<file path="src/hw/boot_wake_regs.svh">
// Register offsets, field positions and timing constants for boot strap and wake control
`ifndef BOOT_WAKE_REGS_SVH
`define BOOT_WAKE_REGS_SVH
`define SFR_DEVICE_IDENTITY 8'hC2
`define SFR_POWER_CONTROL 8'h87
`define POWER_CONTROL_REG_IDLE_BIT 0
`define POWER_CONTROL_REG_PDOWN_BIT 1
`define POWER_CONTROL_REG_IRQ0_WAKE_BIT 5
`define POWER_CONTROL_REG_RESET 8'h00
`define PLL_MULTIPLIER 384
`define PLL_REF_HZ 32768
`define PLL_LOCK_CYCLES 16'h0040
`endif

</file>
<file path="src/hw/boot_wake_pkg.sv">
// Types shared by the boot strap and wake control block
package boot_wake_pkg;
   typedef enum logic [1:0] {
      PWR_RUN = 2'b00,
      PWR_IDLE = 2'b01,
      PWR_DOWN = 2'b11,
      PWR_RELOCK = 2'b10
   } power_state_t;
   typedef enum logic {
      BOOT_USER = 1'b0,
      BOOT_DOWNLOAD = 1'b1
   } boot_mode_t;
endpackage : boot_wake_pkg

</file>
<file path="src/hw/strap_capture.sv">
// Samples the boot strap pin once as reset is released
`timescale 1ns/10ps
`default_nettype none
module strap_capture (
   // Clock and reset
   input wire logic i_clk,
   input wire logic i_reset_n,
   // Strap pin, already synchronised
   input wire logic i_strap_sync,
   // Result
   output boot_wake_pkg::boot_mode_t o_boot_mode,
   output logic o_captured
);
   import boot_wake_pkg::*;
   boot_mode_t mode_ff;
   boot_mode_t nxt_mode;
   logic done_ff;
   logic nxt_done;
   always_comb begin
      nxt_mode = mode_ff;
      nxt_done = done_ff;
      if (!done_ff) begin
         nxt_mode = i_strap_sync ? BOOT_USER : BOOT_DOWNLOAD;
         nxt_done = 1'b1;
      end
   end
   always_ff @(posedge i_clk) begin
      if (!i_reset_n) begin
         mode_ff <= BOOT_USER;
         done_ff <= 1'b0;
      end else begin
         mode_ff <= nxt_mode;
         done_ff <= nxt_done;
      end
   end
   assign o_boot_mode = mode_ff;
   assign o_captured = done_ff;
   a_mode_held: assert property (@(posedge i_clk) disable iff (!i_reset_n)
      done_ff |=> $stable(mode_ff)) else $error("boot mode changed");
endmodule : strap_capture
`default_nettype wire

</file>
<file path="src/hw/pll_lock.sv">
// Lock timer for the core PLL; gates the core clock enable
`timescale 1ns/10ps
`default_nettype none
`include "boot_wake_regs.svh"
module pll_lock #(
   parameter logic [15:0] LOCK_CYCLES = `PLL_LOCK_CYCLES
) (
   // Clock and reset
   input wire logic i_clk,
   input wire logic i_reset_n,
   // Control
   input wire logic i_pll_run,
   // Status
   output logic o_locked
);
   logic [15:0] cnt_ff;
   logic [15:0] nxt_cnt;
   always_comb begin
      // Stopped PLL loses lock; restart counts from zero
      if (!i_pll_run) begin
         nxt_cnt = 16'h0000;
      end else if (cnt_ff != LOCK_CYCLES) begin
         nxt_cnt = cnt_ff + 16'h0001;
      end else begin
         nxt_cnt = cnt_ff;
      end
   end
   always_ff @(posedge i_clk) begin
      if (!i_reset_n) begin
         cnt_ff <= 16'h0000;
      end else begin
         cnt_ff <= nxt_cnt;
      end
   end
   assign o_locked = (cnt_ff == LOCK_CYCLES);
endmodule : pll_lock
`default_nettype wire

</file>
<file path="src/hw/boot_strap_and_wake_control.sv">
// Boot strap capture, power-down and wake control, identity register
`timescale 1ns/10ps
`default_nettype none
`include "boot_wake_regs.svh"
module boot_strap_and_wake_control #(
   parameter logic [3:0] VARIANT_CODE = 4'hA, // Arbitrary value
   parameter logic [3:0] REVISION_CODE = 4'h1, // Arbitrary value
   parameter logic [15:0] LOCK_CYCLES = `PLL_LOCK_CYCLES
) (
   // Clock and reset
   input wire logic i_clk,
   input wire logic i_reset_n,
   // Special-function register port
   input wire logic [7:0] i_sfr_addr,
   input wire logic i_sfr_wr,
   input wire logic [7:0] i_sfr_wdata,
   output logic [7:0] o_sfr_rdata,
   // Core handshake
   input wire logic i_core_strobe_drive,
   input wire logic i_core_ale,
   input wire logic i_reti,
   output logic o_core_clk_en,
   output logic o_irq0_vector_req,
   output logic o_resume_pending,
   output logic o_pll_run,
   output boot_wake_pkg::boot_mode_t o_boot_mode,
   output boot_wake_pkg::power_state_t o_power_state,
   // Pins
   input wire logic i_program_store_strobe,
   output logic o_program_store_strobe,
   output logic o_program_store_strobe_oe_n,
   output logic o_ale,
   input wire logic i_external_irq_zero_n
);
   import boot_wake_pkg::*;

   // Two-stage synchronisers for pins
   logic strobe_s1_ff;
   logic strobe_s2_ff;
   logic irq_s1_ff;
   logic irq_s2_ff;
   // Strap stages run through reset so the pin level is settled at release
   always_ff @(posedge i_clk) begin
      strobe_s1_ff <= i_program_store_strobe;
      strobe_s2_ff <= strobe_s1_ff;
   end
   always_ff @(posedge i_clk) begin
      if (!i_reset_n) begin
         irq_s1_ff <= 1'b1;
         irq_s2_ff <= 1'b1;
      end else begin
         irq_s1_ff <= i_external_irq_zero_n;
         irq_s2_ff <= irq_s1_ff;
      end
   end

   boot_mode_t boot_mode;
   logic strap_done;
   strap_capture u_strap (
      .i_clk(i_clk),
      .i_reset_n(i_reset_n),
      .i_strap_sync(strobe_s2_ff),
      .o_boot_mode(boot_mode),
      .o_captured(strap_done)
   );

   // Power control register and state
   logic [7:0] power_control_reg_ff;
   logic [7:0] nxt_power_control_reg;
   power_state_t state_ff;
   power_state_t nxt_state;
   logic vec_ff;
   logic nxt_vec;
   logic resume_ff;
   logic nxt_resume;
   logic pll_run_ff;
   logic nxt_pll_run;
   logic locked;
   logic irq_low;
   logic power_control_reg_wr;

   assign irq_low = !irq_s2_ff;
   assign power_control_reg_wr = i_sfr_wr && (i_sfr_addr == `SFR_POWER_CONTROL);

   pll_lock #(
      .LOCK_CYCLES(LOCK_CYCLES)
   ) u_pll (
      .i_clk(i_clk),
      .i_reset_n(i_reset_n),
      .i_pll_run(pll_run_ff),
      .o_locked(locked)
   );

   always_comb begin
      nxt_power_control_reg = power_control_reg_ff;
      nxt_state = state_ff;
      nxt_vec = 1'b0;
      nxt_resume = resume_ff;
      nxt_pll_run = pll_run_ff;
      if (power_control_reg_wr) begin
         nxt_power_control_reg = i_sfr_wdata;
      end
      case (state_ff)
         PWR_RUN: begin
            // Strap must be settled before user code may sleep
            if (power_control_reg_wr && strap_done && i_sfr_wdata[`POWER_CONTROL_REG_PDOWN_BIT]) begin
               nxt_state = PWR_DOWN;
               nxt_pll_run = 1'b0;
            end else if (power_control_reg_wr && strap_done && i_sfr_wdata[`POWER_CONTROL_REG_IDLE_BIT]) begin
               nxt_state = PWR_IDLE;
            end
            if (i_reti && resume_ff) begin
               nxt_resume = 1'b0;
            end
         end
         PWR_IDLE: begin
            if (irq_low && power_control_reg_ff[`POWER_CONTROL_REG_IRQ0_WAKE_BIT]) begin
               nxt_state = PWR_RUN;
               nxt_vec = 1'b1;
               nxt_resume = 1'b1;
               nxt_power_control_reg[`POWER_CONTROL_REG_IDLE_BIT] = 1'b0;
            end
         end
         PWR_DOWN: begin
            // Wake enable is read from the register; a write made in this state is seen from the next cycle
            if (irq_low && power_control_reg_ff[`POWER_CONTROL_REG_IRQ0_WAKE_BIT]) begin
               nxt_state = PWR_RELOCK;
               nxt_pll_run = 1'b1;
            end
         end
         PWR_RELOCK: begin
            if (locked) begin
               nxt_state = PWR_RUN;
               nxt_vec = 1'b1;
               nxt_resume = 1'b1;
               nxt_power_control_reg[`POWER_CONTROL_REG_PDOWN_BIT] = 1'b0;
            end
         end
         default: begin
            nxt_state = PWR_RUN;
            nxt_pll_run = 1'b1;
         end
      endcase
   end

   always_ff @(posedge i_clk) begin
      if (!i_reset_n) begin
         power_control_reg_ff <= `POWER_CONTROL_REG_RESET;
         state_ff <= PWR_RELOCK;
         vec_ff <= 1'b0;
         resume_ff <= 1'b0;
         pll_run_ff <= 1'b1;
      end else begin
         power_control_reg_ff <= nxt_power_control_reg;
         state_ff <= nxt_state;
         vec_ff <= nxt_vec;
         resume_ff <= nxt_resume;
         pll_run_ff <= nxt_pll_run;
      end
   end

   // Register read, pins and clock enable, all from flops
   logic [7:0] rdata_ff;
   logic [7:0] nxt_rdata;
   logic clk_en_ff;
   logic nxt_clk_en;
   logic strobe_ff;
   logic nxt_strobe;
   logic strobe_oe_n_ff;
   logic nxt_strobe_oe_n;
   logic ale_ff;
   logic nxt_ale;
   always_comb begin
      case (i_sfr_addr)
         `SFR_DEVICE_IDENTITY: nxt_rdata = {VARIANT_CODE, REVISION_CODE};
         `SFR_POWER_CONTROL: nxt_rdata = power_control_reg_ff;
         default: nxt_rdata = 8'h00;
      endcase
      // Clock returns on the same edge as the wake vector
      nxt_clk_en = (nxt_state == PWR_RUN);
      nxt_strobe_oe_n = 1'b0;
      nxt_strobe = i_core_strobe_drive;
      nxt_ale = i_core_ale;
      if (!strap_done) begin
         nxt_strobe_oe_n = 1'b1;
         nxt_strobe = 1'b1;
         nxt_ale = 1'b0;
      end else if (nxt_state == PWR_DOWN || nxt_state == PWR_RELOCK) begin
         nxt_strobe = 1'b0;
         nxt_ale = 1'b0;
      end else if (nxt_state == PWR_IDLE) begin
         nxt_strobe = 1'b1;
         nxt_ale = 1'b1;
      end
   end
   always_ff @(posedge i_clk) begin
      if (!i_reset_n) begin
         rdata_ff <= 8'h00;
         clk_en_ff <= 1'b0;
         strobe_ff <= 1'b1;
         strobe_oe_n_ff <= 1'b1;
         ale_ff <= 1'b0;
      end else begin
         rdata_ff <= nxt_rdata;
         clk_en_ff <= nxt_clk_en;
         strobe_ff <= nxt_strobe;
         strobe_oe_n_ff <= nxt_strobe_oe_n;
         ale_ff <= nxt_ale;
      end
   end

   assign o_sfr_rdata = rdata_ff;
   assign o_core_clk_en = clk_en_ff;
   assign o_irq0_vector_req = vec_ff;
   assign o_resume_pending = resume_ff;
   assign o_pll_run = pll_run_ff;
   assign o_boot_mode = boot_mode;
   assign o_power_state = state_ff;
   assign o_program_store_strobe = strobe_ff;
   assign o_program_store_strobe_oe_n = strobe_oe_n_ff;
   assign o_ale = ale_ff;

   a_wake_needs_en: assert property (@(posedge i_clk) disable iff (!i_reset_n)
      (state_ff == PWR_DOWN && !power_control_reg_ff[`POWER_CONTROL_REG_IRQ0_WAKE_BIT]) |=> state_ff == PWR_DOWN)
      else $error("woke without enable");
   a_wake_starts: assert property (@(posedge i_clk) disable iff (!i_reset_n)
      (state_ff == PWR_DOWN && irq_low && power_control_reg_ff[`POWER_CONTROL_REG_IRQ0_WAKE_BIT])
      |=> state_ff == PWR_RELOCK && pll_run_ff) else $error("wake missed");
   a_vector_after: assert property (@(posedge i_clk) disable iff (!i_reset_n)
      (state_ff == PWR_RELOCK && locked) |=> vec_ff && resume_ff && state_ff == PWR_RUN)
      else $error("no vector after relock");
   a_id_read: assert property (@(posedge i_clk) disable iff (!i_reset_n)
      i_sfr_addr == `SFR_DEVICE_IDENTITY |=> o_sfr_rdata == {VARIANT_CODE, REVISION_CODE})
      else $error("identity wrong");
   a_pd_entry: assert property (@(posedge i_clk) disable iff (!i_reset_n)
      (state_ff == PWR_RUN && power_control_reg_wr && strap_done && i_sfr_wdata[`POWER_CONTROL_REG_PDOWN_BIT])
      |=> state_ff == PWR_DOWN && !pll_run_ff) else $error("no power-down");
   a_pd_pins_low: assert property (@(posedge i_clk) disable iff (!i_reset_n)
      state_ff == PWR_DOWN |-> !o_program_store_strobe && !o_ale && !o_core_clk_en)
      else $error("pins not low in power-down");
   a_strap_input: assert property (@(posedge i_clk) disable iff (!i_reset_n)
      !strap_done |=> o_program_store_strobe_oe_n) else $error("strobe driven at strap");
   a_strobe_output: assert property (@(posedge i_clk) disable iff (!i_reset_n)
      strap_done ##1 strap_done |=> !o_program_store_strobe_oe_n)
      else $error("strobe not driven");
   a_boot_select: assert property (@(posedge i_clk) disable iff (!i_reset_n)
      !strap_done |=> o_boot_mode == ($past(strobe_s2_ff) ? BOOT_USER : BOOT_DOWNLOAD))
      else $error("boot mode wrong");
   c_download: cover property (@(posedge i_clk) disable iff (!i_reset_n)
      strap_done && boot_mode == BOOT_DOWNLOAD);
   c_pd_wake: cover property (@(posedge i_clk) disable iff (!i_reset_n)
      state_ff == PWR_RELOCK ##1 vec_ff);
   c_idle: cover property (@(posedge i_clk) disable iff (!i_reset_n) state_ff == PWR_IDLE);
endmodule : boot_strap_and_wake_control
`default_nettype wire

</file>
<file path="config.mk">
export PLATFORM = sky130hd
export DESIGN_NAME = boot_strap_and_wake_control
export DESIGN_NICKNAME = d
export VERILOG_FILES = /design/src/hw/boot_wake_pkg.sv /design/src/hw/strap_capture.sv /design/src/hw/pll_lock.sv /design/src/hw/boot_strap_and_wake_control.sv
export VERILOG_INCLUDE_DIRS = /design/src /design/src/hw
export SDC_FILE = /design/constraint.sdc
export NUM_CORES = 1
export LEC_CHECK = 0
export BUFFER_PORTS_ARGS = -buffer_cell sky130_fd_sc_hd__buf_2
export CAP_MARGIN = 20
export CORE_ASPECT_RATIO = 1.5
export CORE_MARGIN = 5
export CORE_UTILIZATION = 57
export DETAILED_ROUTE_END_ITERATION = 12
export GPL_TIMING_DRIVEN = 0
export PLACE_DENSITY_LB_ADDON = 0.3
export SLEW_MARGIN = 20
export SYNTH_ARGS = -nofsm -noshare
export SYNTH_HDL_FRONTEND = slang
export SYNTH_SLANG_ARGS = --single-unit
export TNS_END_PERCENT = 50
</file>
<file path="constraint.sdc">
create_clock -name i_clk -period 5.5 [get_ports i_clk]
set_clock_uncertainty 0.2 [all_clocks]
set_input_delay 1.1 -clock i_clk [delete_from_list [all_inputs] [get_ports i_clk]]
set_output_delay 1.1 -clock i_clk [all_outputs]
set_load 0.01 [all_outputs]
</file>
==> results of run 1 <==
-- layout by cell type (no fill, tap or decap), types with 2 or more instances in the layout --
| master | netlist | routed |
|---|---|---|
| nor2_1 | 21 | 21 |
| inv_1 | 8 | 8 |
| o21ai_0 | 5 | 5 |
| inv_6 | 0 | 2 |
| nand2_1 | 19 | 19 |
| and2_1 | 7 | 7 |
| and3_1 | 3 | 3 |
| dfxtp_1 | 47 | 47 |
| nand4_1 | 4 | 4 |
| mux2i_1 | 8 | 8 |
| buf_2 | 1 | 42 |
| clkbuf_8 | 0 | 5 |
| o211a_1 | 2 | 2 |
| nand3_1 | 7 | 7 |
| nand2b_1 | 2 | 2 |
| a21oi_1 | 10 | 10 |
| or3_1 | 2 | 2 |
| nor3_1 | 5 | 5 |
| xor2_1 | 11 | 11 |
| nor4b_4 | 2 | 2 |
| clkbuf_1 | 3 | 3 |
| nor2b_1 | 9 | 9 |
| xnor2_1 | 2 | 2 |
| ha_1 | 6 | 6 |
-- where the power goes --
part / switching (mW) / leakage [nW] / internal (mW)
combinational: 0.0185 / 0.623 / 0.0166
clock: 0.121 / 0.0491 / 0.0934
sequential: 0.00433 / 0.382 / 0.346
-- area by class of cell --
type,instances,area share
Clock inverter,3,0.0114
Inverter,8,0.0131
Buffer,4,0.00708
Sequential cell,47,0.410
Multi-Input combinational cell,143,0.417
Timing Repair Buffer,41,0.0893
Tap cell,42,0.0229
Clock buffer,5,0.0300
-- per-layer routing --
metal	vias to the layer above	track usage	wire length (um)
met5	-	0	0
met4	0	0.0742	89
met3	8	0.0535	205
met2	32	0.334	2000
met1	686	0.190	1490
li1	780	-	-
-- worst max-delay path: cells and delay by family --
kind	cells	cell delay, ns
buffers and inverters	2	0.25
and+or+nand+nor	3	0.51
AOI/OAI and AO/OA	2	0.45
-- cells by family after synthesis --
family	after synthesis
mux	8
compound gates	25
buf+inv	12
flops	47
xor+xnor	13
simple gates	91
fa+ha+maj	6
-- state kept, by name (all words and copies together), names as in the netlist, 2 cells and up --
register	count
o_sfr_rdata	8
o_power_state	2
u_pll.cnt_ff	16
power_control_reg_ff	8
-- path summary, 6_finish.rpt --
path / startpoint / endpoint / slack [ns]
hold / removal: strobe_s1_ff / strobe_s2_ff / 0.13
hold reg to reg: strobe_s1_ff / strobe_s2_ff / 0.13
setup reg to reg: u_pll.cnt_ff[0] / o_resume_pending / 3.44
setup / recovery: i_sfr_addr[0] / o_core_clk_en / 3.19
-- metrics by stage --
step	hold WS, ns	util	instances
finish	0.134	0.686	293
global placement	0.113	0.657	285
global route	0.150	0.686	293
floorplan	0.110	-	202
CTS	0.138	0.686	293
detailed placement	0.117	0.657	285
==> results_dict.tcl, run 1 <==
set metrics [dict create \
    fmax_mhz 432 \
    grt_max_degree 18 \
    crit_chain "buf_2 -> and3b_1 -> buf_2 -> and4_4 -> a211o_1 -> o211a_1 -> and3_1" \
    cts_tree "yes" \
    vdd_ir_drop_max_mv 0.304 \
    htree_num_levels 2 \
    synthAdderAreaFrac 0.0386 \
    fill_cells 280 \
    synth_top_family_by_area "simple AND/OR/NAND/NOR gates" \
    clk_latency_ns 0.31 \
    netlist_area_sq_um 1940 \
    syn_area_per_cell_sq_um 9.63 \
    cts_sinks 47 \
    ys_warn_count 0 \
    wl_per_cell_um 12.9 \
    postSynthCellCount 202 \
    start_kind "input pin" \
    worstPathRequired_ns 5.50 \
    gp_congestion 0.771 \
    syn_nets 232 \
    area_growth_pct 18.1 \
    die_w_um 57.7 \
    start_util 0.580 \
    maxCapViolations 0 \
    status "complete, no violations" \
    port_buffers 41 \
    grtUsageTotal 0.182 \
    setup_tns_ns 0 \
    worst_pin_slew_ns 0.484 \
    setup_ws_ns 3.19 \
    synth_edf_count 0 \
    regArea_sq_um 941 \
    rows 26 \
    layout-drive-gt1-share 0.243 \
    muxShareOfSynthArea 0.0412 \
    ant_nets 0 \
    grt_pass1_wl_um 6660 \
    synth_area_leaders "dfxtp_1 (48%), xor2_1 (5.0%), mux2i_1 (4.1%)" \
    crit_fanout 5 \
    grt_pass1_vias 1562 \
    fin_area_sq_um 2300 \
    drc 0 \
    cp_common_cell "buf_2" \
    core_sq_um 3350 \
    drt-vias-per-instance 5.14 \
    synth_commonest_cells "dfxtp_1 (47), nor2_1 (21), nand2_1 (19)" \
    seq_area_frac_synth 0.484 \
    synthSimpleGateAreaFrac 0.272 \
    drtIter0Drc 59 \
    root_buffer "clkbuf_8" \
    clockBufferDepth 2 \
    final_nets 280 \
    ctsResizeCount 0 \
    num_antenna_cells 0 \
    synth_top_area_frac 0.484 \
    die_area_sq_um 4700 \
    numCtsBuffers 5 \
    slew_viol_final 0 \
    min_path_type "reg2reg" \
    finalHoldViolations 0 \
    rsz0062_at_grt "false" \
    yosysTopAreaCell "dfxtp_1" \
    antenna_found_initial 0 \
    arrival_ns 2.32 \
    ys_ff_latch 47 \
    hold_depth 0 \
    die-height_um 81.5 \
    crit_type "in2reg" \
    finalCritPeriodShare 0.421 \
    cts.clk_slew.worst_paths_ns 0.09 \
    fin_crit_ns 2.31 \
    dp_hpwl_um 2910 \
    vias 1506 \
    relSlewSlack 0.675 \
    multiInputGateArea_sq_um 957 \
    synth-xor-area-share 0.0586 \
    cts_hold_buf 0 \
    synth-main-ff-cell "dfxtp_1" \
    dr.pass1.iters 4 \
    rr_worst_depth 7 \
    end_kind "flip-flop" \
    p_total_mw 0.600 \
    p_leak_nw 1.05 \
    synth.most_common_cell "dfxtp_1" \
    synth_compound_area_frac 0.0824 \
    ios 42 \
    post_cts_buffers 0 \
    place_area_sq_um 2200 \
    ys_async_sr_fraction 0 \
    powerDensity_nw_per_um2 261 \
    setup_viol 0 \
    pre_cts_slack_ns 2.87 \
    slowest_delay_ns 0.31 \
    wl_um 3790 \
    crit_slowest_cell "a211o_1" \
    overflow 0 \
    ys_types 40 \
]
Note: power is estimated with default switching activity, not from simulation.
==> inputs of run 2 (changes only) <==
ABC_AREA = 1   (was default)
CORE_UTILIZATION = 48   (was 57)
clock period = 2.12 ns   (was 5.5 ns; I/O delays follow)
==> run 2 against run 1 <==
  * Final cell count up 24%
  * Clock-buffer cell count is 1 higher
  * Register-to-register slack got worse by 3.1 ns
  * Setup slack worse by 2.8 ns
  * Total power rose to 2.6 times the previous value
  * Die area rose by 22%
  * Via count is 22% higher
  * Global-route usage shrank 1.6 points
  * Worst hold slack lost 0.030 ns
  * Non-clock buffer count fell by 1
==> results_dict.tcl, run 2 <==
set metrics [dict create \
    worstPathRequired_ns 2.11 \
    ant_nets 0 \
    rsz0062_at_grt "false" \
    crit_type "reg2reg" \
    cts.clk_slew.worst_paths_ns 0.09 \
    synth_edf_count 0 \
    ys_types 31 \
    largest-register "u_pll.cnt_ff" \
    syn_area_per_cell_sq_um 7.75 \
    status "complete, no violations" \
    grt_pass1_vias 1879 \
    synth.most_common_cell "nand2_1" \
    layout_commonest_cell "nand2_1" \
    synth_top_area_frac 0.455 \
    clk_latency_ns 0.30 \
    dp.cells 354 \
    drtIter0Drc 61 \
    drt-vias-per-instance 5.04 \
    reg2reg_to "o_program_store_strobe" \
    powerDensity_nw_per_um2 638 \
    seq_area_frac_synth 0.455 \
    ys_async_sr_fraction 0 \
    overflow 0 \
    start_kind "flip-flop" \
    slew_viol_final 0 \
    fill_cells 407 \
    fmax_mhz 576 \
    place_area_sq_um 2330 \
    fin_area_sq_um 2440 \
    hold_depth 2 \
    muxShareOfSynthArea 0 \
    dr.pass1.iters 4 \
    port_buffers 41 \
    fin_crit_ns 1.74 \
    largest_reg_flops 16 \
    cts_sinks 47 \
    ctsResizeCount 0 \
    wl_per_cell_um 12.0 \
    synth_compound_area_frac 0.122 \
    grtUsageTotal 0.166 \
    die-height_um 90.4 \
    area_growth_pct 18.0 \
    final_cell_count_no_fill 363 \
    min_path_type "in2reg" \
    synthAdderAreaFrac 0.0363 \
    end_kind "flip-flop" \
    finalCritPeriodShare 0.819 \
    die_area_sq_um 5750 \
    crit_end "o_program_store_strobe" \
    grt_max_degree 16 \
    p_leak_nw 1.09 \
    vias 1830 \
    numCtsBuffers 5 \
    rrSetupSlack_ns 0.38 \
    ys_warn_count 0 \
    htree_num_levels 2 \
    antenna_found_initial 0 \
    rows 29 \
    setup_viol 0 \
    final_cell_mix "nand2_1 (48), dfxtp_1 (47), buf_2 (42)" \
    post_cts_buffers 0 \
    synth_area_leaders "dfxtp_1 (45%), nand2_1 (8.7%), inv_1 (6.5%)" \
    postSynthCellCount 267 \
    netlist_area_sq_um 2070 \
    synth_commonest_cells "nand2_1 (48), dfxtp_1 (47), inv_1 (36)" \
    clockBufferDepth 2 \
    core_sq_um 4210 \
    ios 42 \
    yosysTopAreaCell "dfxtp_1" \
    ys_ff_latch 47 \
    drc 0 \
    num_antenna_cells 0 \
    final_nets 346 \
    maxCapViolations 0 \
    dp_hpwl_um 3460 \
    cts_tree "yes" \
    synthSimpleGateAreaFrac 0.310 \
    start_util 0.491 \
    r2r_start "u_pll.cnt_ff[0]" \
    die_w_um 63.6 \
    crit_fanout 5 \
    gp_congestion 0.882 \
    rr_worst_depth 11 \
    synth_top_family_by_area "simple AND/OR/NAND/NOR gates" \
    worst_pin_slew_ns 0.431 \
    critPathLaunch "u_pll.cnt_ff[0]" \
    layout-drive-gt1-share 0.237 \
    finalHoldViolations 0 \
    multiInputGateArea_sq_um 976 \
    wl_um 4340 \
    vdd_ir_drop_max_mv 0.531 \
    setup_tns_ns 0 \
    synth-xor-area-share 0.00423 \
    root_buffer "clkbuf_8" \
    relSlewSlack 0.713 \
    cts_hold_buf 0 \
    synth-main-ff-cell "dfxtp_1" \
    grt_pass1_wl_um 7750 \
    regArea_sq_um 941 \
    arrival_ns 1.72 \
    syn_nets 297 \
]
run 2: cell types whose count changed after synthesis, sizes merged, moves of 8 or more:
cell   previous run  this run
nand2            19        51
inv               8        38
o21ai             5        20
a21oi            10        23
nand3             7        20
nor2             22        35
xor2             11         1
nor2b             9         0
mux2i             8         0
run 2: cell type report:
class,count,area share
clock inverter,2,0.00667
multi-input combinational,180,0.400
timing repair buffer,42,0.0882
sequential,47,0.386
inverter,38,0.0585
buffer,2,0.00359
clock buffer,6,0.0338
tap,46,0.0236
run 2: worst min-delay path by stage:
stage	slack, ns	startpoint	end
detailed placement	0.12	strobe_s1_ff	strobe_s2_ff
CTS	0.005	i_program_store_strobe	strobe_s1_ff
floorplan	0.11	strobe_s1_ff	strobe_s2_ff
global route	0.1	i_reset_n	u_strap.o_captured
finish	0.10	i_external_irq_zero_n	irq_s1_ff
global placement	0.11	strobe_s1_ff	strobe_s2_ff
run 2: logic make-up after synthesis:
logic type	after synthesis
XOR/XNOR	1
adder cells (fa/ha/maj)	6
buffers and inverters	40
AND/OR/NAND/NOR	125
AO/OA/AOI/OAI	48
flip-flops	47
run 2: stage by stage:
step	utilization	power (mW)	hold WS, ns	setup slack [ns]
2_1_floorplan	-	0.968	0.110	0.543
3_3_place_gp	0.554	1.01	0.113	0.336
3_5_place_dp	0.554	1.01	0.124	0.318
4_1_cts	0.577	1.58	0.00532	0.372
5_1_grt	0.580	1.63	0.0975	0.224
6_report	0.580	1.56	0.103	0.383
run 2: routing by layer:
| metal | GRT usage | up-vias | part of all wire |
|---|---|---|---|
| li1 | - | 957 | - |
| met1 | 0.154 | 820 | 0.37 |
| met2 | 0.315 | 41 | 0.55 |
| met3 | 0.0498 | 12 | 0.051 |
| met4 | 0.0780 | 0 | 0.028 |
| met5 | 0 | - | 0 |
run 2: report_power, final:
part           total (mW)  switching (mW)  internal [mW]
combinational      0.0826          0.0449         0.0377
sequential          0.904         0.00920          0.895
clock               0.569           0.302          0.266
run 2: worst max-delay path, stage by stage (launching register included):
cell and delay [ns]:
dfxtp_1 0.41, inv_1 0.06, ha_1 0.23, nand3_1 0.09, nor2_1 0.05, nand2_1 0.07, nand2_2 0.07, nand2_1 0.07
nand3_2 0.09, and2_1 0.17, nand2_1 0.05, nand2_1 0.05
==> inputs of run 3 (changes only) <==
ABC_AREA = 0   (was 1)
CORE_UTILIZATION = 53   (was 48)
clock period = 1.8 ns   (was 2.12 ns; I/O delays follow)
==> run 3 against run 2 <==
  * The flow now finishes with violations (negative setup slack)
  * Combinational power increased by 72%
  * Die area decreased by 13%
  * Wire length decreased by 7.9%
  * Flip-flop and latch count stayed put
  * Core utilization grew 9.3 points
  * Cell area decreased by 0.41%
  * Setup slack got worse by 0.45 ns
  * Via count shrank 15%
  * Final cell count down 18%
  * Global-route usage grew 0.62 points
  * Clock power is 14% higher
  * Critical endpoint is now o_ale
  * Highest routed layer unchanged
==> results_dict.tcl, run 3 (synthesis results as in run 1) <==
set metrics [dict create \
    overflow 0 \
    fin_area_sq_um 2430 \
    die-height_um 84.2 \
    arrival_ns 1.85 \
    drt-vias-per-instance 5.24 \
    min_path_type "in2reg" \
    slowest_delay_ns 0.38 \
    grt_max_degree 15 \
    grt_pass1_wl_um 6670 \
    port_buffers 41 \
    gp_congestion 0.869 \
    finalCritPeriodShare 1.04 \
    htree_num_levels 2 \
    largest_reg_flops 16 \
    rsz0062_at_grt "true" \
    vdd_ir_drop_max_mv 0.635 \
    crit_slowest_cell "o31a_1" \
    rrSetupSlack_ns -0.07 \
    ant_nets 0 \
    cts_tree "yes" \
    area_growth_pct 25.0 \
    grt_pass1_vias 1529 \
    hold_start "i_external_irq_zero_n" \
    slew_viol_final 0 \
    status "finished with violations" \
    setup_tns_ns -0.187 \
    end_kind "flip-flop" \
    hold_depth 2 \
    core_sq_um 3610 \
    die_area_sq_um 5000 \
    drtIter0Drc 15 \
    worst_pin_slew_ns 0.459 \
    dp.cells 286 \
    start_util 0.538 \
    grtUsageTotal 0.172 \
    layout_commonest_cell "dfxtp_1" \
    path_delay_family "compound AO/OA/AOI/OAI gates" \
    final_nets 285 \
    cts.clk_slew.worst_paths_ns 0.09 \
    die_w_um 59.5 \
    relSlewSlack 0.692 \
    numCtsBuffers 5 \
    fill_cells 290 \
    clockBufferDepth 2 \
    antenna_found_initial 0 \
    clk_latency_ns 0.29 \
    crit_fanout 3 \
    rr_worst_depth 7 \
    num_antenna_cells 0 \
    largest-register "u_pll.cnt_ff" \
    p_leak_nw 1.09 \
    r2r_start "u_pll.cnt_ff[1]" \
    finalHoldViolations 0 \
    layout-drive-gt1-share 0.310 \
    maxCapViolations 0 \
    place_area_sq_um 2200 \
    setup_viol 3 \
    fin_crit_ns 1.87 \
    crit_chain "inv_2 -> ha_4 -> nor4b_4 -> a41oi_2 -> o31a_1 -> nor3_2 -> nor3_1" \
    root_buffer "clkbuf_8" \
    wl_um 4000 \
    powerDensity_nw_per_um2 766 \
    crit_type "reg2reg" \
    p_total_mw 1.86 \
    reg2reg_to "o_ale" \
    vias 1561 \
    drc 0 \
    setup_ws_ns -0.0664 \
    violations "negative setup slack" \
    final_cell_count_no_fill 298 \
    start_kind "flip-flop" \
    hold_end "irq_s1_ff" \
    worstPathRequired_ns 1.79 \
    fmax_mhz 536 \
    dp_hpwl_um 3000 \
    wl_per_cell_um 13.4 \
    ios 42 \
    cts_sinks 47 \
    worst-path-buf-inv 1 \
    rows 27 \
    dr.pass1.iters 3 \
    final_cell_mix "dfxtp_1 (43), buf_2 (42), nor2_1 (20)" \
]
run 3: changes by cell type in the layout (fill, tap and decap cells not counted), sizes merged, moves of 4 or more:
cell   before  now
nor2       35   22
nor2b       0    9
or2         5    1
nand2      51   19
o21ai      20    5
and2        1    7
mux2i       0    8
nand3      20    7
xor2        1   11
inv        38    9
a21oi      23   10
run 3: worst max-delay path by stage:
stage	endpoint	slack, ns	from	depth (start not counted)
global route	o_core_clk_en	-0.15	u_pll.cnt_ff[0]	7
CTS	o_program_store_strobe	-0.02	u_pll.cnt_ff[0]	7
finish	o_ale	-0.07	u_pll.cnt_ff[1]	7
global placement	o_resume_pending	-0.12	u_pll.cnt_ff[0]	7
detailed placement	o_resume_pending	-0.14	u_pll.cnt_ff[0]	7
floorplan	o_core_clk_en	0.04	u_pll.cnt_ff[0]	7
run 3: final cells by class:
class	count	area (sq um)	area share
Multi-Input combinational cell	143	1040	0.430
Tap cell	43	53.8	0.0221
Buffer	4	16.3	0.00669
Timing Repair Buffer	46	248	0.102
Sequential cell	47	946	0.389
Clock buffer	6	82.6	0.0340
Inverter	8	30.0	0.0124
Clock inverter	1	8.76	0.00360
run 3: power breakdown:
group | leakage [nW] | switching [mW] | internal, mW | total [mW]
combinational | 0.661 | 0.0687 | 0.0729 | 0.142
clock | 0.0477 | 0.339 | 0.309 | 0.648
sequential | 0.382 | 0.0118 | 1.06 | 1.07
total | 1.09 | 0.420 | 1.44 | 1.86
run 3: timing repair:
item                                    in CTS  in global routing
hold buffers                                 2                  0
endpoints found under the hold margin        2                  0
endpoints found under the setup margin       8                 13
pin swaps                                    5                  5
resized for setup                           10                 14
buffers inserted                             2                  1
run 3: stage by stage:
stage | hold slack (ns) | util | setup slack [ns]
3_3_place_gp | 0.117 | 0.610 | -0.125
6_report | 0.0433 | 0.672 | -0.0664
4_1_cts | 0.0357 | 0.656 | -0.0236
3_5_place_dp | 0.119 | 0.610 | -0.140
5_1_grt | 0.0464 | 0.672 | -0.147
2_1_floorplan | 0.110 | - | 0.0397
run 3: per-layer routing:
layer	global-route usage	vias to the layer above	share of wire
li1	-	793	-
met1	0.190	735	0.39
met2	0.305	26	0.56
met3	0.0354	7	0.027
met4	0.0722	0	0.022
met5	0	-	0
